**src/verilog/vic_pkg.sv**
```systemverilog
// What this block does
// - Thirty-two request sources, each with a fixed vector 8 bytes apart.
// - Servicing a source forces a long call to that source's vector.
// - Fixed priority 0 to 32; hardware reset source is rank 0, unmaskable.
// - Maskable sources are taken only while the global enable bit is 1.
// - Each maskable source also needs its own bit in one of six enable banks.
// - A request sets its flag, held until accepted, then cleared by hardware.
// - A latched request is held until accepted, reset or cleared by a write.
// - Acceptance happens only in the last cycle of the current instruction.
// - On acceptance the next fetch is suppressed and a call pushes the PC.
// - During the forced call the accepted source's vector is presented.
// - Entry into the service routine always takes 5 machine cycles.
// - Service ends only when the core executes the interrupt return.
// - Bank 5 resets to 00H; bits 7:6 read-only, bits 5:0 read-write; only bits 1:0 enable sources (30, 31).
package vic_pkg;

  // ----------------------------------------------------------------------
  // Sizes and source map
  // ----------------------------------------------------------------------
  localparam int NUM_SRC = 32;
  localparam int NUM_BANK = 6;
  localparam int BANK_BITS = 6;
  // Sources 5 and 23 to 27 are reserved slots.
  localparam logic [31:0] IMPL_MASK = 32'hF07F_FFDF;

  // ----------------------------------------------------------------------
  // Register offsets
  // ----------------------------------------------------------------------
  localparam logic [7:0] OFS_EN_BANK_0 = 8'hA8;
  localparam logic [7:0] OFS_EN_BANK_5 = 8'hAD;
  localparam logic [7:0] OFS_GLOBAL_EN = 8'hAE;
  localparam logic [7:0] OFS_PEND_0 = 8'hB0;
  localparam logic [7:0] OFS_PEND_3 = 8'hB3;
  localparam logic [7:0] OFS_EVT_STATUS = 8'hB4;
  localparam logic [7:0] OFS_EVT_MASK = 8'hB5;
  localparam logic [7:0] OFS_ACTIVE_SRC = 8'hB6;
  localparam logic [7:0] OFS_VEC_LO = 8'hB7;
  localparam logic [7:0] OFS_VEC_HI = 8'hB8;

  // ----------------------------------------------------------------------
  // Reset values and field positions
  // ----------------------------------------------------------------------
  localparam logic [5:0] RST_EN_BANK = 6'h00;
  localparam logic RST_GLOBAL_EN = 1'b0;
  // The reset source is always owed one call after a reset.
  localparam logic RST_BOOT_PENDING = 1'b1;
  localparam logic [1:0] RST_EVT = 2'h0;
  localparam int EVT_ACCEPT = 0;
  localparam int EVT_RETURN = 1;

  // ----------------------------------------------------------------------
  // Vectors and timing
  // ----------------------------------------------------------------------
  localparam logic [15:0] VEC_BOOT = 16'h0000;
  localparam logic [15:0] VEC_FIRST = 16'h0003;
  localparam logic [15:0] VEC_STEP = 16'h0008;
  localparam logic [3:0] ENTRY_MIN_CYCLES = 4'h5;
  localparam logic [3:0] ENTRY_MAX_CYCLES = 4'h8;

  // ----------------------------------------------------------------------
  // Types
  // ----------------------------------------------------------------------
  typedef enum logic [1:0] {VIC_IDLE, VIC_ENTRY, VIC_SERVICE} vic_fsm_t;

  typedef struct packed {
    logic wr;
    logic rd;
    logic [7:0] addr;
    logic [7:0] wdata;
  } vic_bus_t;

  typedef struct packed {
    logic call_start;
    logic suppress_fetch;
    logic in_service;
    logic [15:0] vector;
  } vic_call_t;

  typedef struct packed {
    logic flag;
  } vic_flag_t;

  typedef struct packed {
    vic_fsm_t state;
    logic [3:0] entry_cnt;
    logic boot_pending;
    logic [NUM_BANK-1:0][BANK_BITS-1:0] en_bank;
    logic global_en;
    logic [1:0] evt_status;
    logic [1:0] evt_mask;
    logic irq;
    logic [7:0] rdata;
    logic [5:0] active_src;
    vic_call_t call;
  } vic_regs_t;

endpackage

```
**src/verilog/vic_flag_cell.sv**
```systemverilog
`timescale 1ns/1ps
`default_nettype none
module vic_flag_cell (
  // Clock and reset
  input wire logic core_clk,
  input wire logic reset,
  // Control
  input wire logic set_req,
  input wire logic clear,
  // State
  output logic flag
);

  vic_pkg::vic_flag_t q;
  vic_pkg::vic_flag_t next_q;

  // A request arriving in the clearing cycle is kept: set wins.
  always_comb begin
    next_q = q;
    next_q.flag = set_req | (q.flag & ~clear);
  end

  always_ff @(posedge core_clk or posedge reset) begin
    if (reset) begin
      q <= '0;
    end else begin
      q <= next_q;
    end
  end

  assign flag = q.flag;

endmodule
`default_nettype wire

```
**src/verilog/vic_prio_pick.sv**
```systemverilog
`timescale 1ns/1ps
`default_nettype none
module vic_prio_pick (
  // Candidates, bit 0 highest rank
  input wire logic [31:0] cand,
  // Winner
  output logic found,
  output logic [4:0] idx
);

  always_comb begin
    found = |cand;
    idx = 5'h00;
    for (int i = 31; i >= 0; i--) begin
      if (cand[i]) begin
        idx = 5'(i);
      end
    end
  end

endmodule
`default_nettype wire

```
**src/verilog/vic_ctrl.sv**
```systemverilog
`timescale 1ns/1ps
`default_nettype none
module vic_ctrl (
  // Clock and reset
  input wire logic core_clk,
  input wire logic reset,
  // Register port
  input wire vic_pkg::vic_bus_t bus,
  output logic [7:0] reg_rdata,
  // Request lines, bit n is external source n
  input wire logic [31:0] int_req,
  // Core handshake
  input wire logic instr_last,
  input wire logic reti_exec,
  output vic_pkg::vic_call_t core_call,
  // Event interrupt
  output logic irq
);

  // ----------------------------------------------------------------------
  // State
  // ----------------------------------------------------------------------
  localparam vic_pkg::vic_regs_t RST = '{
    state: vic_pkg::VIC_IDLE,
    entry_cnt: 4'h0,
    boot_pending: vic_pkg::RST_BOOT_PENDING,
    en_bank: {vic_pkg::NUM_BANK{vic_pkg::RST_EN_BANK}},
    global_en: vic_pkg::RST_GLOBAL_EN,
    evt_status: vic_pkg::RST_EVT,
    evt_mask: vic_pkg::RST_EVT,
    irq: 1'b0,
    rdata: 8'h00,
    active_src: 6'h00,
    call: '0
  };

  vic_pkg::vic_regs_t q;
  vic_pkg::vic_regs_t next_q;

  logic [31:0] flags;
  logic [31:0] en_vec;
  logic [31:0] cand;
  logic [31:0] sw_clear;
  logic [31:0] accept_clear;
  logic [1:0] evt;
  logic pick_found;
  logic [4:0] pick_idx;
  logic [7:0] bank_off;
  logic [2:0] bank_sel;
  logic in_bank;
  logic in_pend;

  // ----------------------------------------------------------------------
  // Request latches and arbitration
  // ----------------------------------------------------------------------
  // Reserved slots have their set input tied off here, so no write to a
  // reserved enable bit can ever make them visible.
  genvar s;
  generate
    for (s = 0; s < vic_pkg::NUM_SRC; s++) begin : g_flag
      vic_flag_cell u_flag (
        .core_clk(core_clk),
        .reset(reset),
        .set_req(int_req[s] & vic_pkg::IMPL_MASK[s]),
        .clear(sw_clear[s] | accept_clear[s]),
        .flag(flags[s])
      );
    end
  endgenerate

  always_comb begin
    for (int i = 0; i < vic_pkg::NUM_SRC; i++) begin
      // Source n sits in bank n/6, bit n%6.
      en_vec[i] = q.en_bank[i / vic_pkg::BANK_BITS][i % vic_pkg::BANK_BITS]
          & vic_pkg::IMPL_MASK[i];
    end
    cand = flags & en_vec & {32{q.global_en}};
  end

  vic_prio_pick u_pick (
    .cand(cand),
    .found(pick_found),
    .idx(pick_idx)
  );

  assign bank_off = bus.addr - vic_pkg::OFS_EN_BANK_0;
  assign bank_sel = bank_off[2:0];
  assign in_bank = (bus.addr >= vic_pkg::OFS_EN_BANK_0) && (bus.addr <= vic_pkg::OFS_EN_BANK_5);
  assign in_pend = (bus.addr >= vic_pkg::OFS_PEND_0) && (bus.addr <= vic_pkg::OFS_PEND_3);

  // ----------------------------------------------------------------------
  // Next state
  // ----------------------------------------------------------------------
  always_comb begin
    next_q = q;
    next_q.call.call_start = 1'b0;
    next_q.rdata = 8'h00;
    sw_clear = '0;
    accept_clear = '0;
    evt = 2'h0;

    // Writes. Bits 7:6 of each bank are not stored and read as zero.
    if (bus.wr) begin
      if (in_bank) begin
        next_q.en_bank[bank_sel] = bus.wdata[5:0];
      end
      if (in_pend) begin
        sw_clear[{bus.addr[1:0], 3'b000} +: 8] = ~bus.wdata;
      end
      case (bus.addr)
        vic_pkg::OFS_GLOBAL_EN: begin
          next_q.global_en = bus.wdata[0];
        end
        vic_pkg::OFS_EVT_MASK: begin
          next_q.evt_mask = bus.wdata[1:0];
        end
        vic_pkg::OFS_EVT_STATUS: begin
          next_q.evt_status = q.evt_status & ~bus.wdata[1:0];
        end
        default: begin
        end
      endcase
    end

    // Reads. Data stand only in the cycle after the strobe.
    if (bus.rd) begin
      if (in_bank) begin
        next_q.rdata = {2'b00, q.en_bank[bank_sel]};
      end else if (in_pend) begin
        next_q.rdata = flags[{bus.addr[1:0], 3'b000} +: 8];
      end else begin
        case (bus.addr)
          vic_pkg::OFS_GLOBAL_EN: begin
            next_q.rdata = {7'h00, q.global_en};
          end
          vic_pkg::OFS_EVT_STATUS: begin
            next_q.rdata = {6'h00, q.evt_status};
          end
          vic_pkg::OFS_EVT_MASK: begin
            next_q.rdata = {6'h00, q.evt_mask};
          end
          vic_pkg::OFS_ACTIVE_SRC: begin
            next_q.rdata = {1'b0, q.call.in_service, q.active_src};
          end
          vic_pkg::OFS_VEC_LO: begin
            next_q.rdata = q.call.vector[7:0];
          end
          vic_pkg::OFS_VEC_HI: begin
            next_q.rdata = q.call.vector[15:8];
          end
          default: begin
            next_q.rdata = 8'h00;
          end
        endcase
      end
    end

    // Sequencer. No nesting: a new acceptance waits for the return.
    case (q.state)
      vic_pkg::VIC_IDLE: begin
        if (instr_last) begin
          if (q.boot_pending) begin
            // The reset source needs neither global nor own enable.
            next_q.boot_pending = 1'b0;
            next_q.call.vector = vic_pkg::VEC_BOOT;
            next_q.active_src = 6'h00;
            next_q.call.call_start = 1'b1;
            next_q.call.suppress_fetch = 1'b1;
            next_q.entry_cnt = vic_pkg::ENTRY_MIN_CYCLES;
            next_q.state = vic_pkg::VIC_ENTRY;
            evt[vic_pkg::EVT_ACCEPT] = 1'b1;
          end else if (pick_found) begin
            accept_clear[pick_idx] = 1'b1;
            next_q.call.vector = vic_pkg::VEC_FIRST
                + 16'(vic_pkg::VEC_STEP * {11'h000, pick_idx});
            next_q.active_src = 6'({1'b0, pick_idx} + 6'h01);
            next_q.call.call_start = 1'b1;
            next_q.call.suppress_fetch = 1'b1;
            next_q.entry_cnt = vic_pkg::ENTRY_MIN_CYCLES;
            next_q.state = vic_pkg::VIC_ENTRY;
            evt[vic_pkg::EVT_ACCEPT] = 1'b1;
          end
        end
      end
      vic_pkg::VIC_ENTRY: begin
        // Fetch stays suppressed while the call pushes the PC.
        if (q.entry_cnt <= 4'h1) begin
          next_q.entry_cnt = 4'h0;
          next_q.call.suppress_fetch = 1'b0;
          next_q.call.in_service = 1'b1;
          next_q.state = vic_pkg::VIC_SERVICE;
        end else begin
          next_q.entry_cnt = 4'(q.entry_cnt - 4'h1);
        end
      end
      vic_pkg::VIC_SERVICE: begin
        if (reti_exec) begin
          next_q.call.in_service = 1'b0;
          next_q.state = vic_pkg::VIC_IDLE;
          evt[vic_pkg::EVT_RETURN] = 1'b1;
        end
      end
      default: begin
        next_q.state = vic_pkg::VIC_IDLE;
        next_q.call.suppress_fetch = 1'b0;
        next_q.call.in_service = 1'b0;
      end
    endcase

    // Events set after the software clear so a same-cycle event survives.
    next_q.evt_status = next_q.evt_status | evt;
    next_q.irq = |(next_q.evt_status & next_q.evt_mask);
  end

  // ----------------------------------------------------------------------
  // Registers
  // ----------------------------------------------------------------------
  always_ff @(posedge core_clk or posedge reset) begin
    if (reset) begin
      q <= RST;
    end else begin
      q <= next_q;
    end
  end

  assign reg_rdata = q.rdata;
  assign core_call = q.call;
  assign irq = q.irq;

endmodule
`default_nettype wire

```
**config.mk**
```make
export PLATFORM = sky130hd
export DESIGN_NAME = vic_ctrl
export DESIGN_NICKNAME = d
export VERILOG_FILES = /design/src/verilog/vic_pkg.sv /design/src/verilog/vic_flag_cell.sv /design/src/verilog/vic_prio_pick.sv /design/src/verilog/vic_ctrl.sv
export SDC_FILE = /design/constraint.sdc
export NUM_CORES = 1
export LEC_CHECK = 0
export BUFFER_PORTS_ARGS = -buffer_cell sky130_fd_sc_hd__buf_2
export CORE_MARGIN = 2
export CORE_UTILIZATION = 53
export CTS_CLUSTER_DIAMETER = 120
export CTS_CLUSTER_SIZE = 8
export DETAILED_ROUTE_END_ITERATION = 6
export GPL_TIMING_DRIVEN = 0
export PLACE_DENSITY = 0.81
export SYNTH_ARGS = -nofsm -noshare
export SYNTH_HDL_FRONTEND = slang
export SYNTH_SLANG_ARGS = --single-unit
```
**constraint.sdc**
```tcl
create_clock -name core_clk -period 9.25 [get_ports core_clk]
set_input_delay 0.925 -clock core_clk [delete_from_list [all_inputs] [get_ports core_clk]]
set_output_delay 0.925 -clock core_clk [all_outputs]
set_load 0.005 [all_outputs]
```
==> reports/summary.txt, run 1 <==
======================================================================================================
TritonCTS clock tree                                                                              done
Top FF cell, synth                                                                        sky130_fd_sc_hd__dfrtp_1
Post-layout minimum cycle time                                                                 3.33 ns
Final period utilization                                                                         36.0%
Total Routing Usage GR                                                                           31.5%
Overall via count from detail_route                                                               4926
Number of buffers inserted during clock tree synthesis                                               9
# Post-CTS Setup Buffers                                                                             0
Sink Count                                                                                         104
RD Place Congestion                                                                               1.00
Final setup skew                                                                             0.0134 ns
Register bit count reported by yosys                                                               104
Startpoint Class                                                                             input pin
Synth-to-layout area growth                                                                      12.1%
Number of gates resized after cts                                                                    0
Required arrival time at the worst endpoint                                                    9.53 ns
Minimum setup slack after placement                                                            5.59 ns
Cts hold-fix bufs                                                                                    0
# Max-Cap Violations                                                                                 0
Dpl cell area                                                                               6430 sq um
Drt first pass iters                                                                                 6
Unrepaired setup endpoints after global routing                                                  false
DRC                                                                                                  0
Placeable core region                                                                      10800 sq um
Pin count of the biggest net entering global routing                                                57
Remaining global-route overflow                                                                      0
Max Buffers Root-to-Sink                                                                             2
Die extent in y                                                                                 110 um
Area of the die                                                                            12000 sq um
Floorplan die width                                                                             110 um
Final count of hold timing violations                                                                0
Element type at the critical path end                                                             flop
Starting DRT DRC Count                                                                             574
Cell area after layout                                                                      6610 sq um
Worst slew margin relative to its limit                                                          37.1%
H-tree levels                                                                                        3
Antenna Cells                                                                                        0
Final WL                                                                                       17.7 mm
Power Density                                                                              147 nW/um^2
Warnings from Yosys                                                                                  0
Average cell area after synthesis                                                           10.6 sq um
Proportion of layout cells with a drive suffix above 1                                           28.6%
Number of inserted filler cells in the final layout                                                937
Effective utilization at floorplan                                                               54.4%
Number of placement rows                                                                            38
Number of buffer cells added on primary ports                                                       60
Data arrival time of the worst path                                                            3.61 ns
Post-Syn Area                                                                               5900 sq um
Number of top-level pins                                                                            82
Nets                                                                                               698
Number of pins exceeding their max-slew limit in the final report                                    0
Path type of the worst setup path                                                         input pin to flop
HPWL after detailed placement                                                                  13.6 mm
Proportion of register bits with asynchronous set or reset after synthesis                        100%
Wirelength per Cell                                                                            22.7 um
Antenna violations before repair                                                                     0
Wire length of the first global-routing pass                                                   27.5 mm
Routed vias/inst                                                                                  6.32
Maximum fanout count along the critical path                                                        10
Root buf cell                                                                             sky130_fd_sc_hd__clkbuf_8
Gate count of the mapped netlist                                                                   555
Leak Pwr                                                                                       2.98 nW
Final TNS setup                                                                                   0 ns
Sequential-to-total area share from yosys stat                                                   44.1%
Status                                                                                    complete, no violations
Clock transition at the register clock pins on the worst setup and hold paths after CTS        0.10 ns
Worst Hold Class                                                                          flop to flop
Worst vdd rail ir drop                                                                      0.000102 V
Final setup violation count                                                                          0
Number of enable-type register cells in the synthesized netlist                                      0
Fmax                                                                                           300 MHz
Yosys cell types                                                                                    66
Via count of the first global-routing pass                                                        4749
Number of routed nets with antenna violations                                                        0
Smallest setup slack after layout                                                              5.92 ns
Later-pin clock latency in the skew report                                                     0.40 ns
Least-Margin Pin Slew                                                                         0.935 ns
======================================================================================================
## kinds of logic (layout without fill, tap and decap cells)
| group | Yosys count | count (layout) | synth area share, % |
|---|---|---|---|
| AOI/OAI and AO/OA | 162 | 162 | 20.3 |
| DFF | 104 | 104 | 44.1 |
| adders and majority gates | 9 | 9 | 1.91 |
| and+or+nand+nor | 151 | 151 | 13.6 |
| muxes | 65 | 65 | 13.8 |
| buffers and inverters | 62 | 139 | 6.11 |
| xor gates and xnor gates | 1 | 1 | 0.148 |
| other | 1 | 9 | 0.0636 |
## stage by stage
step,total power [mW],instances,util (%),hold WS (ns)
2_1_floorplan,0.640,563,-,0.445
3_3_place_gp,0.694,763,59.1,0.462
3_5_place_dp,0.704,764,59.4,0.475
4_1_cts,0.976,780,61.0,0.498
5_1_grt,1.02,780,61.0,0.521
6_report,0.974,780,61.0,0.493
## Yosys cell counts, types with 3 or more instances
| cell | number | share of area, % |
|---|---|---|
| sky130_fd_sc_hd__inv_1 | 12 | 0.76 |
| sky130_fd_sc_hd__a21o_1 | 8 | 1.0 |
| sky130_fd_sc_hd__nand2b_1 | 12 | 1.3 |
| sky130_fd_sc_hd__o21ai_0 | 33 | 2.8 |
| sky130_fd_sc_hd__and3_1 | 6 | 0.64 |
| sky130_fd_sc_hd__nand4_1 | 13 | 1.4 |
| sky130_fd_sc_hd__mux2i_1 | 16 | 2.7 |
| sky130_fd_sc_hd__nor3_1 | 6 | 0.51 |
| sky130_fd_sc_hd__and3b_1 | 4 | 0.59 |
| sky130_fd_sc_hd__ha_1 | 9 | 1.9 |
| sky130_fd_sc_hd__a221oi_1 | 4 | 0.59 |
| sky130_fd_sc_hd__nor2_1 | 14 | 0.89 |
| sky130_fd_sc_hd__a222oi_1 | 4 | 0.68 |
| sky130_fd_sc_hd__a31oi_1 | 12 | 1.3 |
| sky130_fd_sc_hd__or2_1 | 9 | 0.95 |
| sky130_fd_sc_hd__mux4_2 | 9 | 3.4 |
| sky130_fd_sc_hd__o31a_1 | 3 | 0.45 |
| sky130_fd_sc_hd__dfrtp_1 | 103 | 44 |
| sky130_fd_sc_hd__a22oi_2 | 4 | 0.85 |
| sky130_fd_sc_hd__clkbuf_1 | 12 | 0.76 |
| sky130_fd_sc_hd__buf_2 | 6 | 0.51 |
| sky130_fd_sc_hd__nand2_1 | 49 | 3.1 |
| sky130_fd_sc_hd__nor2b_1 | 7 | 0.74 |
| sky130_fd_sc_hd__nor4_1 | 4 | 0.42 |
| sky130_fd_sc_hd__and2_1 | 6 | 0.64 |
| sky130_fd_sc_hd__o221ai_1 | 7 | 1.0 |
| sky130_fd_sc_hd__o21a_1 | 8 | 1.0 |
| sky130_fd_sc_hd__a22o_1 | 8 | 1.2 |
| sky130_fd_sc_hd__a221o_1 | 4 | 0.68 |
| sky130_fd_sc_hd__buf_4 | 28 | 3.6 |
| sky130_fd_sc_hd__o21bai_1 | 5 | 0.64 |
| sky130_fd_sc_hd__a22oi_1 | 13 | 1.7 |
| sky130_fd_sc_hd__a21oi_1 | 27 | 2.3 |
| sky130_fd_sc_hd__mux2_2 | 40 | 7.6 |
| sky130_fd_sc_hd__nand3_1 | 11 | 0.93 |
## path summary, 6_finish.rpt
check                                    endpoint           from  cells after the start  slack, ns
max reg2reg                 g_flag[9].u_flag.flag      en_vec[6]                     10       6.40
min                                 core_call[17]  core_call[17]                      2       0.49
min reg2reg                         core_call[17]  core_call[17]                      2       0.49
max                        g_flag[21].u_flag.flag         bus[9]                      9       5.92
min in group asynchronous                   q[62]          reset                      2       0.63
max in group asynchronous                   q[21]          reset                      3       7.92
## registers in the layout, summed over array words and instances, names as in the netlist
name                cells
en_vec                 26
core_call               9
irq                     1
q                      28
reg_rdata               8
g_flag.u_flag.flag     32
## cell type report
cell class                      count  area (sq um)  area share, %
Buffer                             49           312           4.71
Clock buffer                       10           128           1.93
Clock inverter                      6          50.0          0.757
Inverter                           13          51.3          0.776
Multi-Input combinational cell    397          2970           44.8
Sequential cell                   104          2600           39.4
Tap cell                          140           175           2.65
Timing Repair Buffer               61           328           4.96
## routing by layer
metal / global-route usage [%] / vias up / wire length (um)
li1: - / 2209 / -
met1: 42.5 / 2401 / 7380
met2: 49.1 / 271 / 8310
met3: 6.76 / 45 / 1390
met4: 13.7 / 0 / 642
met5: 0 / - / 0
## cell usage in the layout (no fill, tap or decap), types with 9 or more instances in the layout
master | synthesis | final
sky130_fd_sc_hd__clkbuf_1 | 12 | 13
sky130_fd_sc_hd__buf_4 | 28 | 28
sky130_fd_sc_hd__mux4_2 | 9 | 9
sky130_fd_sc_hd__nand4_1 | 13 | 13
sky130_fd_sc_hd__or2_1 | 9 | 9
sky130_fd_sc_hd__inv_1 | 12 | 11
sky130_fd_sc_hd__mux2i_1 | 16 | 16
sky130_fd_sc_hd__a21oi_1 | 27 | 27
sky130_fd_sc_hd__nand3_1 | 11 | 11
sky130_fd_sc_hd__a31oi_1 | 12 | 12
sky130_fd_sc_hd__o21ai_0 | 33 | 33
sky130_fd_sc_hd__nor2_1 | 14 | 14
sky130_fd_sc_hd__nand2_1 | 49 | 49
sky130_fd_sc_hd__ha_1 | 9 | 9
sky130_fd_sc_hd__a22oi_1 | 13 | 13
sky130_fd_sc_hd__dfrtp_1 | 103 | 103
sky130_fd_sc_hd__mux2_2 | 40 | 40
sky130_fd_sc_hd__conb_1 | 1 | 9
sky130_fd_sc_hd__nand2b_1 | 12 | 12
sky130_fd_sc_hd__buf_2 | 6 | 66
sky130_fd_sc_hd__clkbuf_8 | 0 | 9
## worst max-delay path, cell delays in order
cell and delay [ns]:
sky130_fd_sc_hd__buf_2 0.15, sky130_fd_sc_hd__clkbuf_1 0.50, sky130_fd_sc_hd__inv_1 0.21, sky130_fd_sc_hd__ha_1 0.31
sky130_fd_sc_hd__and3b_1 0.29, sky130_fd_sc_hd__nand4_1 0.56, sky130_fd_sc_hd__o21ai_0 0.38, sky130_fd_sc_hd__a21oi_1 0.06
sky130_fd_sc_hd__or2_1 0.22
## power by group
group	total [mW]	internal [mW]	switching [mW]	leakage, nW
Sequential	0.511	0.483	0.0272	1.29
Combinational	0.185	0.0839	0.101	1.60
Clock	0.278	0.103	0.175	0.0949
Power figures use the tool's default switching activity.
==> inputs of run 2 (changes only) <==
--- a/config.mk
+++ b/config.mk
@@ -7,12 +7,12 @@
 export LEC_CHECK = 0
 export BUFFER_PORTS_ARGS = -buffer_cell sky130_fd_sc_hd__buf_2
 export CORE_MARGIN = 2
-export CORE_UTILIZATION = 53
+export CORE_UTILIZATION = 52
 export CTS_CLUSTER_DIAMETER = 120
 export CTS_CLUSTER_SIZE = 8
 export DETAILED_ROUTE_END_ITERATION = 6
 export GPL_TIMING_DRIVEN = 0
-export PLACE_DENSITY = 0.81
+export PLACE_DENSITY = 0.82
 export SYNTH_ARGS = -nofsm -noshare
 export SYNTH_HDL_FRONTEND = slang
 export SYNTH_SLANG_ARGS = --single-unit
==> constraint.sdc (replaced) <==
create_clock -name core_clk -period 2.75 [get_ports core_clk]
set_input_delay 0.275 -clock core_clk [delete_from_list [all_inputs] [get_ports core_clk]]
set_output_delay 0.275 -clock core_clk [all_outputs]
set_load 0.005 [all_outputs]
==> run 2 against run 1 <==
Net effect:
- wire length fell by 2.8%
- cell count up 0.13%
- worst hold slack lost 0.43 ns
- sequential cell count stayed put
- clock skew shrank 0.0046 ns
- sequential share of layout area decreased by 0.84 points
- sequential power increased to 3.4 times the previous value
- critical path type is now flop to flop
- critical endpoint is now g_flag[19].u_flag.flag
- largest cell class unchanged
- highest routed layer unchanged
==> reports/summary.txt, run 2 (same netlist as run 1, synthesis figures left out) <==
======================================================================================================
TritonCTS clock tree                                                                              done
Later-pin clock latency in the skew report                                                     0.36 ns
H-tree levels                                                                                        3
Drt first pass iters                                                                                 6
Multi-input combinational cell area                                                         2980 sq um
Final TNS setup                                                                                   0 ns
Antenna violations before repair                                                                     0
Number of buffer cells added on primary ports                                                       60
Antenna Cells                                                                                        0
# Post-CTS Setup Buffers                                                                             0
Number of top-level pins                                                                            82
Element type at the critical path end                                                             flop
Startpoint Class                                                                                  flop
Power Density                                                                              538 nW/um^2
DRC                                                                                                  0
Origin of the critical flop-to-flop path                                                  g_flag[17].u_flag.flag
Max Buffers Root-to-Sink                                                                             2
Cts hold-fix bufs                                                                                    0
Via count of the first global-routing pass                                                        4956
Path type of the worst setup path                                                         flop to flop
# Max-Cap Violations                                                                                 0
Final setup skew                                                                            0.00872 ns
Post-layout minimum cycle time                                                                 2.62 ns
Placeable core region                                                                      10900 sq um
Remaining global-route overflow                                                                      0
Final instance count without filler cells                                                          781
Unrepaired setup endpoints after global routing                                                  false
Worst Hold Class                                                                          input pin to async pin
Status                                                                                    complete, no violations
Smallest setup slack after layout                                                             0.126 ns
Die extent in y                                                                                 111 um
R2R setup slack                                                                                0.13 ns
Worst slew margin relative to its limit                                                          40.7%
Total power                                                                                    3.64 mW
Dpl cell area                                                                               6450 sq um
Effective utilization at floorplan                                                               53.9%
Data arrival time of the worst path                                                            2.87 ns
Leak Pwr                                                                                       3.03 nW
Cell depth of the worst flop-to-flop path                                                            7
Area used by sequential logic in the layout                                                 2600 sq um
Overall via count from detail_route                                                               5033
Area of the die                                                                            12200 sq um
Clock transition at the register clock pins on the worst setup and hold paths after CTS        0.07 ns
Synth-to-layout area growth                                                                      14.5%
Sink Count                                                                                         104
Number of placed cells counting well taps                                                          765
Leading cell type in the layout, fill and taps excluded                                   sky130_fd_sc_hd__dfrtp_1
Required arrival time at the worst endpoint                                                    3.00 ns
Final hold slack                                                                             0.0617 ns
Worst vdd rail ir drop                                                                      0.000509 V
Routed vias/inst                                                                                  6.44
Final count of hold timing violations                                                                0
Pin count of the biggest net entering global routing                                                43
Cell area after layout                                                                      6760 sq um
Wire length of the first global-routing pass                                                   27.5 mm
Starting DRT DRC Count                                                                             606
Number of inserted filler cells in the final layout                                                902
Number of buffers inserted during clock tree synthesis                                               9
Least-Margin Pin Slew                                                                         0.881 ns
Minimum setup slack after placement                                                          -0.141 ns
Nets                                                                                               699
Number of placement rows                                                                            38
Fmax                                                                                           381 MHz
Number of pins exceeding their max-slew limit in the final report                                    0
Root buf cell                                                                             sky130_fd_sc_hd__clkbuf_16
Final period utilization                                                                         95.4%
Maximum fanout count along the critical path                                                         8
Wirelength per Cell                                                                            22.1 um
RD Place Congestion                                                                              0.974
Proportion of layout cells with a drive suffix above 1                                           29.2%
HPWL after detailed placement                                                                  13.5 mm
Worst reg2reg path endpoint                                                               g_flag[19].u_flag.flag
Floorplan die width                                                                             111 um
Final setup violation count                                                                          0
Max FFs per register                                                                                32
Total Routing Usage GR                                                                           29.1%
Leading cell types in the layout, fill and taps excluded                                  103 x sky130_fd_sc_hd__dfrtp_1, 66 x sky130_fd_sc_hd__buf_2, 49 x sky130_fd_sc_hd__nand2_1
Utilization of the core after routing                                                            61.8%
Final WL                                                                                       17.2 mm
Number of routed nets with antenna violations                                                        0
======================================================================================================
run 2: cell count changes in the layout (fill, tap and decap cells not counted), sizes merged:
cell	delta
clkbuf	+1
bufinv	+1
buf	+1
clkinvlp	+1
clkinv	+2
inv	-5
run 2: report_power, final:
part           total (mW)  switching, mW  internal (mW)
clock                1.29          0.579          0.707
combinational       0.629          0.344          0.285
sequential           1.72         0.0931           1.63
run 2: worst max-delay path, stage by stage (launching register included):
cell	delay, ns
sky130_fd_sc_hd__dfrtp_1	0.46
sky130_fd_sc_hd__a22oi_1	0.36
sky130_fd_sc_hd__nand4_1	0.16
sky130_fd_sc_hd__o221ai_1	0.31
sky130_fd_sc_hd__a31oi_4	0.24
sky130_fd_sc_hd__a21oi_2	0.40
sky130_fd_sc_hd__nand3_1	0.25
sky130_fd_sc_hd__o31a_1	0.33
run 2: layer usage:
layer  GRT usage (%)  up-vias  routed length [um]
met2            47.3      261                8310
met1            38.3     2515                7010
met5               0        -                   0
met3            6.53       44                1420
li1                -     2213                   -
met4            10.6        0                 497
run 2: worst max path at each step:
stage                             end                   start
6_report       g_flag[19].u_flag.flag  g_flag[17].u_flag.flag
5_1_grt        g_flag[19].u_flag.flag  g_flag[16].u_flag.flag
4_1_cts        g_flag[17].u_flag.flag                   q[38]
3_5_place_dp   g_flag[22].u_flag.flag                  bus[9]
2_1_floorplan   g_flag[9].u_flag.flag               en_vec[8]
3_3_place_gp   g_flag[22].u_flag.flag                  bus[9]
run 2: what timing repair did:
action | in CTS | in global routing
cloned | 0 | 0
hold endpoints to repair | 0 | 0
gates resized for setup | 1 | 4
endpoints found under the setup margin | 2 | 10
run 2: layout make-up:
| class | instances | area share [%] |
|---|---|---|
| multi-input combinational | 397 | 44.1 |
| buffer | 49 | 4.61 |
| tap | 140 | 2.59 |
| clock buffer | 11 | 3.44 |
| sequential | 104 | 38.5 |
| inverter | 13 | 0.778 |
| timing repair buffer | 62 | 5.04 |
| clock inverter | 5 | 0.852 |
==> inputs of run 3 (changes only) <==
--- a/config.mk
+++ b/config.mk
@@ -11,7 +11,6 @@
 export CTS_CLUSTER_DIAMETER = 120
 export CTS_CLUSTER_SIZE = 8
 export DETAILED_ROUTE_END_ITERATION = 6
-export GPL_TIMING_DRIVEN = 0
 export PLACE_DENSITY = 0.82
 export SYNTH_ARGS = -nofsm -noshare
 export SYNTH_HDL_FRONTEND = slang
==> run 3 against run 2 <==
Net effect:
- cell count decreased by 2.4%
- critical path depth increased by 2
- the run now ends with hold timing left
- die area is the same
- setup slack gained 0.071 ns
- sequential power about the same
- critical endpoint is now g_flag[10].u_flag.flag
- highest routed layer unchanged
- cell area down 0.98%
- largest cell class unchanged
- global-route usage up 0.26 points
- core utilization fell by 0.61 points
- register-to-register slack better by 0.07 ns
- clock power rose by 17%
- via count down 0.91%
==> reports/summary.txt, run 3 (same netlist as run 1, synthesis figures left out) <==
======================================================================================================
Status                                                                                    finished with violations
Violations in the final reports                                                            hold timing
Wirelength per Cell                                                                            22.9 um
Number of placement rows                                                                            38
Kind of cell adding the most delay to the critical path                                   compound AO/OA/AOI/OAI gates
Clock transition at the register clock pins on the worst setup and hold paths after CTS        0.07 ns
Final setup skew                                                                            0.00790 ns
Drt first pass iters                                                                                 5
# Max-Cap Violations                                                                                 0
Starting DRT DRC Count                                                                             653
Routed vias/inst                                                                                  6.54
Die extent in y                                                                                 111 um
Proportion of layout cells with a drive suffix above 1                                           28.8%
Number of pins exceeding their max-slew limit in the final report                                    0
Worst Hold Class                                                                          input pin to async pin
Maximum fanout count along the critical path                                                         8
Number of placed cells counting well taps                                                          746
Fmax                                                                                           392 MHz
Cts hold-fix bufs                                                                                    0
Number of buffer cells added on primary ports                                                       66
Max Buffers Root-to-Sink                                                                             2
Overall via count from detail_route                                                               4987
Leak Pwr                                                                                       2.99 nW
Path type of the worst setup path                                                         flop to flop
Origin of the critical flop-to-flop path                                                  g_flag[16].u_flag.flag
Number of buffers inserted during clock tree synthesis                                               9
Via count of the first global-routing pass                                                        4955
Area of the die                                                                            12200 sq um
Effective utilization at floorplan                                                               53.9%
Required arrival time at the worst endpoint                                                    2.99 ns
Critical Path Slowest Stage Cell                                                          sky130_fd_sc_hd__dfrtp_1
Later-pin clock latency in the skew report                                                     0.36 ns
Leading cell type in the layout, fill and taps excluded                                   sky130_fd_sc_hd__dfrtp_1
Element type at the critical path end                                                             flop
Wire length of the first global-routing pass                                                   27.7 mm
Final instance count without filler cells                                                          762
Cell depth of the worst flop-to-flop path                                                            9
Floorplan die width                                                                             111 um
CP dominant cell by count                                                                 sky130_fd_sc_hd__o221ai_1
Remaining global-route overflow                                                                      0
Number of top-level pins                                                                            82
Startpoint Class                                                                                  flop
Number of logic stages on the critical path including buffering                                      9
Synth-to-layout area growth                                                                      13.4%
Leading cell types in the layout, fill and taps excluded                                  103 x sky130_fd_sc_hd__dfrtp_1, 66 x sky130_fd_sc_hd__buf_2, 49 x sky130_fd_sc_hd__nand2_1
Nets                                                                                               680
Final setup violation count                                                                          0
Multi-input combinational cell area                                                         2970 sq um
Final count of hold timing violations                                                                7
Worst slew margin relative to its limit                                                          56.9%
Final WL                                                                                       17.5 mm
Final hold slack                                                                           -0.00410 ns
DRC                                                                                                  0
Worst reg2reg path endpoint                                                               g_flag[10].u_flag.flag
TritonCTS clock tree                                                                              done
Pin count of the biggest net entering global routing                                                78
Number of inserted filler cells in the final layout                                                896
Total Routing Usage GR                                                                           29.3%
H-tree levels                                                                                        3
R2R setup slack                                                                                0.20 ns
Antenna Cells                                                                                        0
RD Place Congestion                                                                               1.03
Final period utilization                                                                         92.8%
Antenna violations before repair                                                                     0
Critical Path End                                                                         g_flag[10].u_flag.flag
HPWL after detailed placement                                                                  13.2 mm
Final TNS setup                                                                                   0 ns
Max FFs per register                                                                                32
Worst vdd rail ir drop                                                                      0.000506 V
Least-Margin Pin Slew                                                                         0.646 ns
Post-layout minimum cycle time                                                                 2.55 ns
Cell breakdown of the critical path                                                       a22oi_1 > nand4_1 > o221ai_1 > a31oi_4 > inv_1 > ha_1 > nand2_1 > o221ai_1 > nand2b_1
Data arrival time of the worst path                                                            2.80 ns
Power Density                                                                              571 nW/um^2
Number of routed nets with antenna violations                                                        0
Root buf cell                                                                             sky130_fd_sc_hd__clkbuf_16
Placeable core region                                                                      10900 sq um
Number of gates resized after cts                                                                    0
Area used by sequential logic in the layout                                                 2600 sq um
Worst setup startpoint                                                                    g_flag[16].u_flag.flag
Slowest cell delay on critical path                                                            0.44 ns
# Post-CTS Setup Buffers                                                                             0
Sink Count                                                                                         104
Buf/Inv on CP                                                                                        1
Unrepaired setup endpoints after global routing                                                  false
======================================================================================================
## run 3: worst min-delay path by stage
stage                     from               endpoint  slack (ns)  depth (start not counted)
global placement         reset                  q[65]        0.38                          2
detailed placement       reset                  q[65]        0.39                          2
finish                   reset                  q[71]      -0.004                          2
global route             reset                  q[65]        0.04                          2
floorplan           int_req[7]  g_flag[7].u_flag.flag        0.37                          1
CTS                      reset                  q[65]       0.006                          2
## run 3: layout make-up
cell class              count  share of cell area, %
well taps                 140                   2.62
multi-input cells         397                   44.3
clock inverters             5                   1.53
clock buffers              11                   3.78
inverters                  13                  0.785
flip-flops and latches    104                   38.9
repair buffers             92                   8.04
## run 3: where the power goes
part | switching [mW] | internal, mW | leakage, nW
clock | 0.573 | 0.937 | 0.172
sequential | 0.0954 | 1.63 | 1.29
combinational | 0.340 | 0.246 | 1.53
total | 1.01 | 2.81 | 2.99
## run 3: per-layer routing
| layer | track usage, % | part of all wire, % |
|---|---|---|
| met2 | 47.6 | 48 |
| met5 | 0 | 0 |
| met4 | 10.6 | 3.8 |
| met1 | 38.0 | 39 |
| met3 | 7.68 | 8.8 |
## run 3: metrics by stage
step	hold WS (ns)	instance area, sq um	total power, mW	setup slack (ns)	util, %
final	-0.00410	6690	3.82	0.197	61.2
after global routing	0.0354	6690	3.97	0.0547	61.2
after CTS	0.00568	6690	3.83	0.234	61.2
after detailed placement	0.389	6330	2.32	0.253	57.9
after global placement	0.376	6330	2.29	0.280	57.9
after floorplan	0.367	5930	2.15	0.596	-
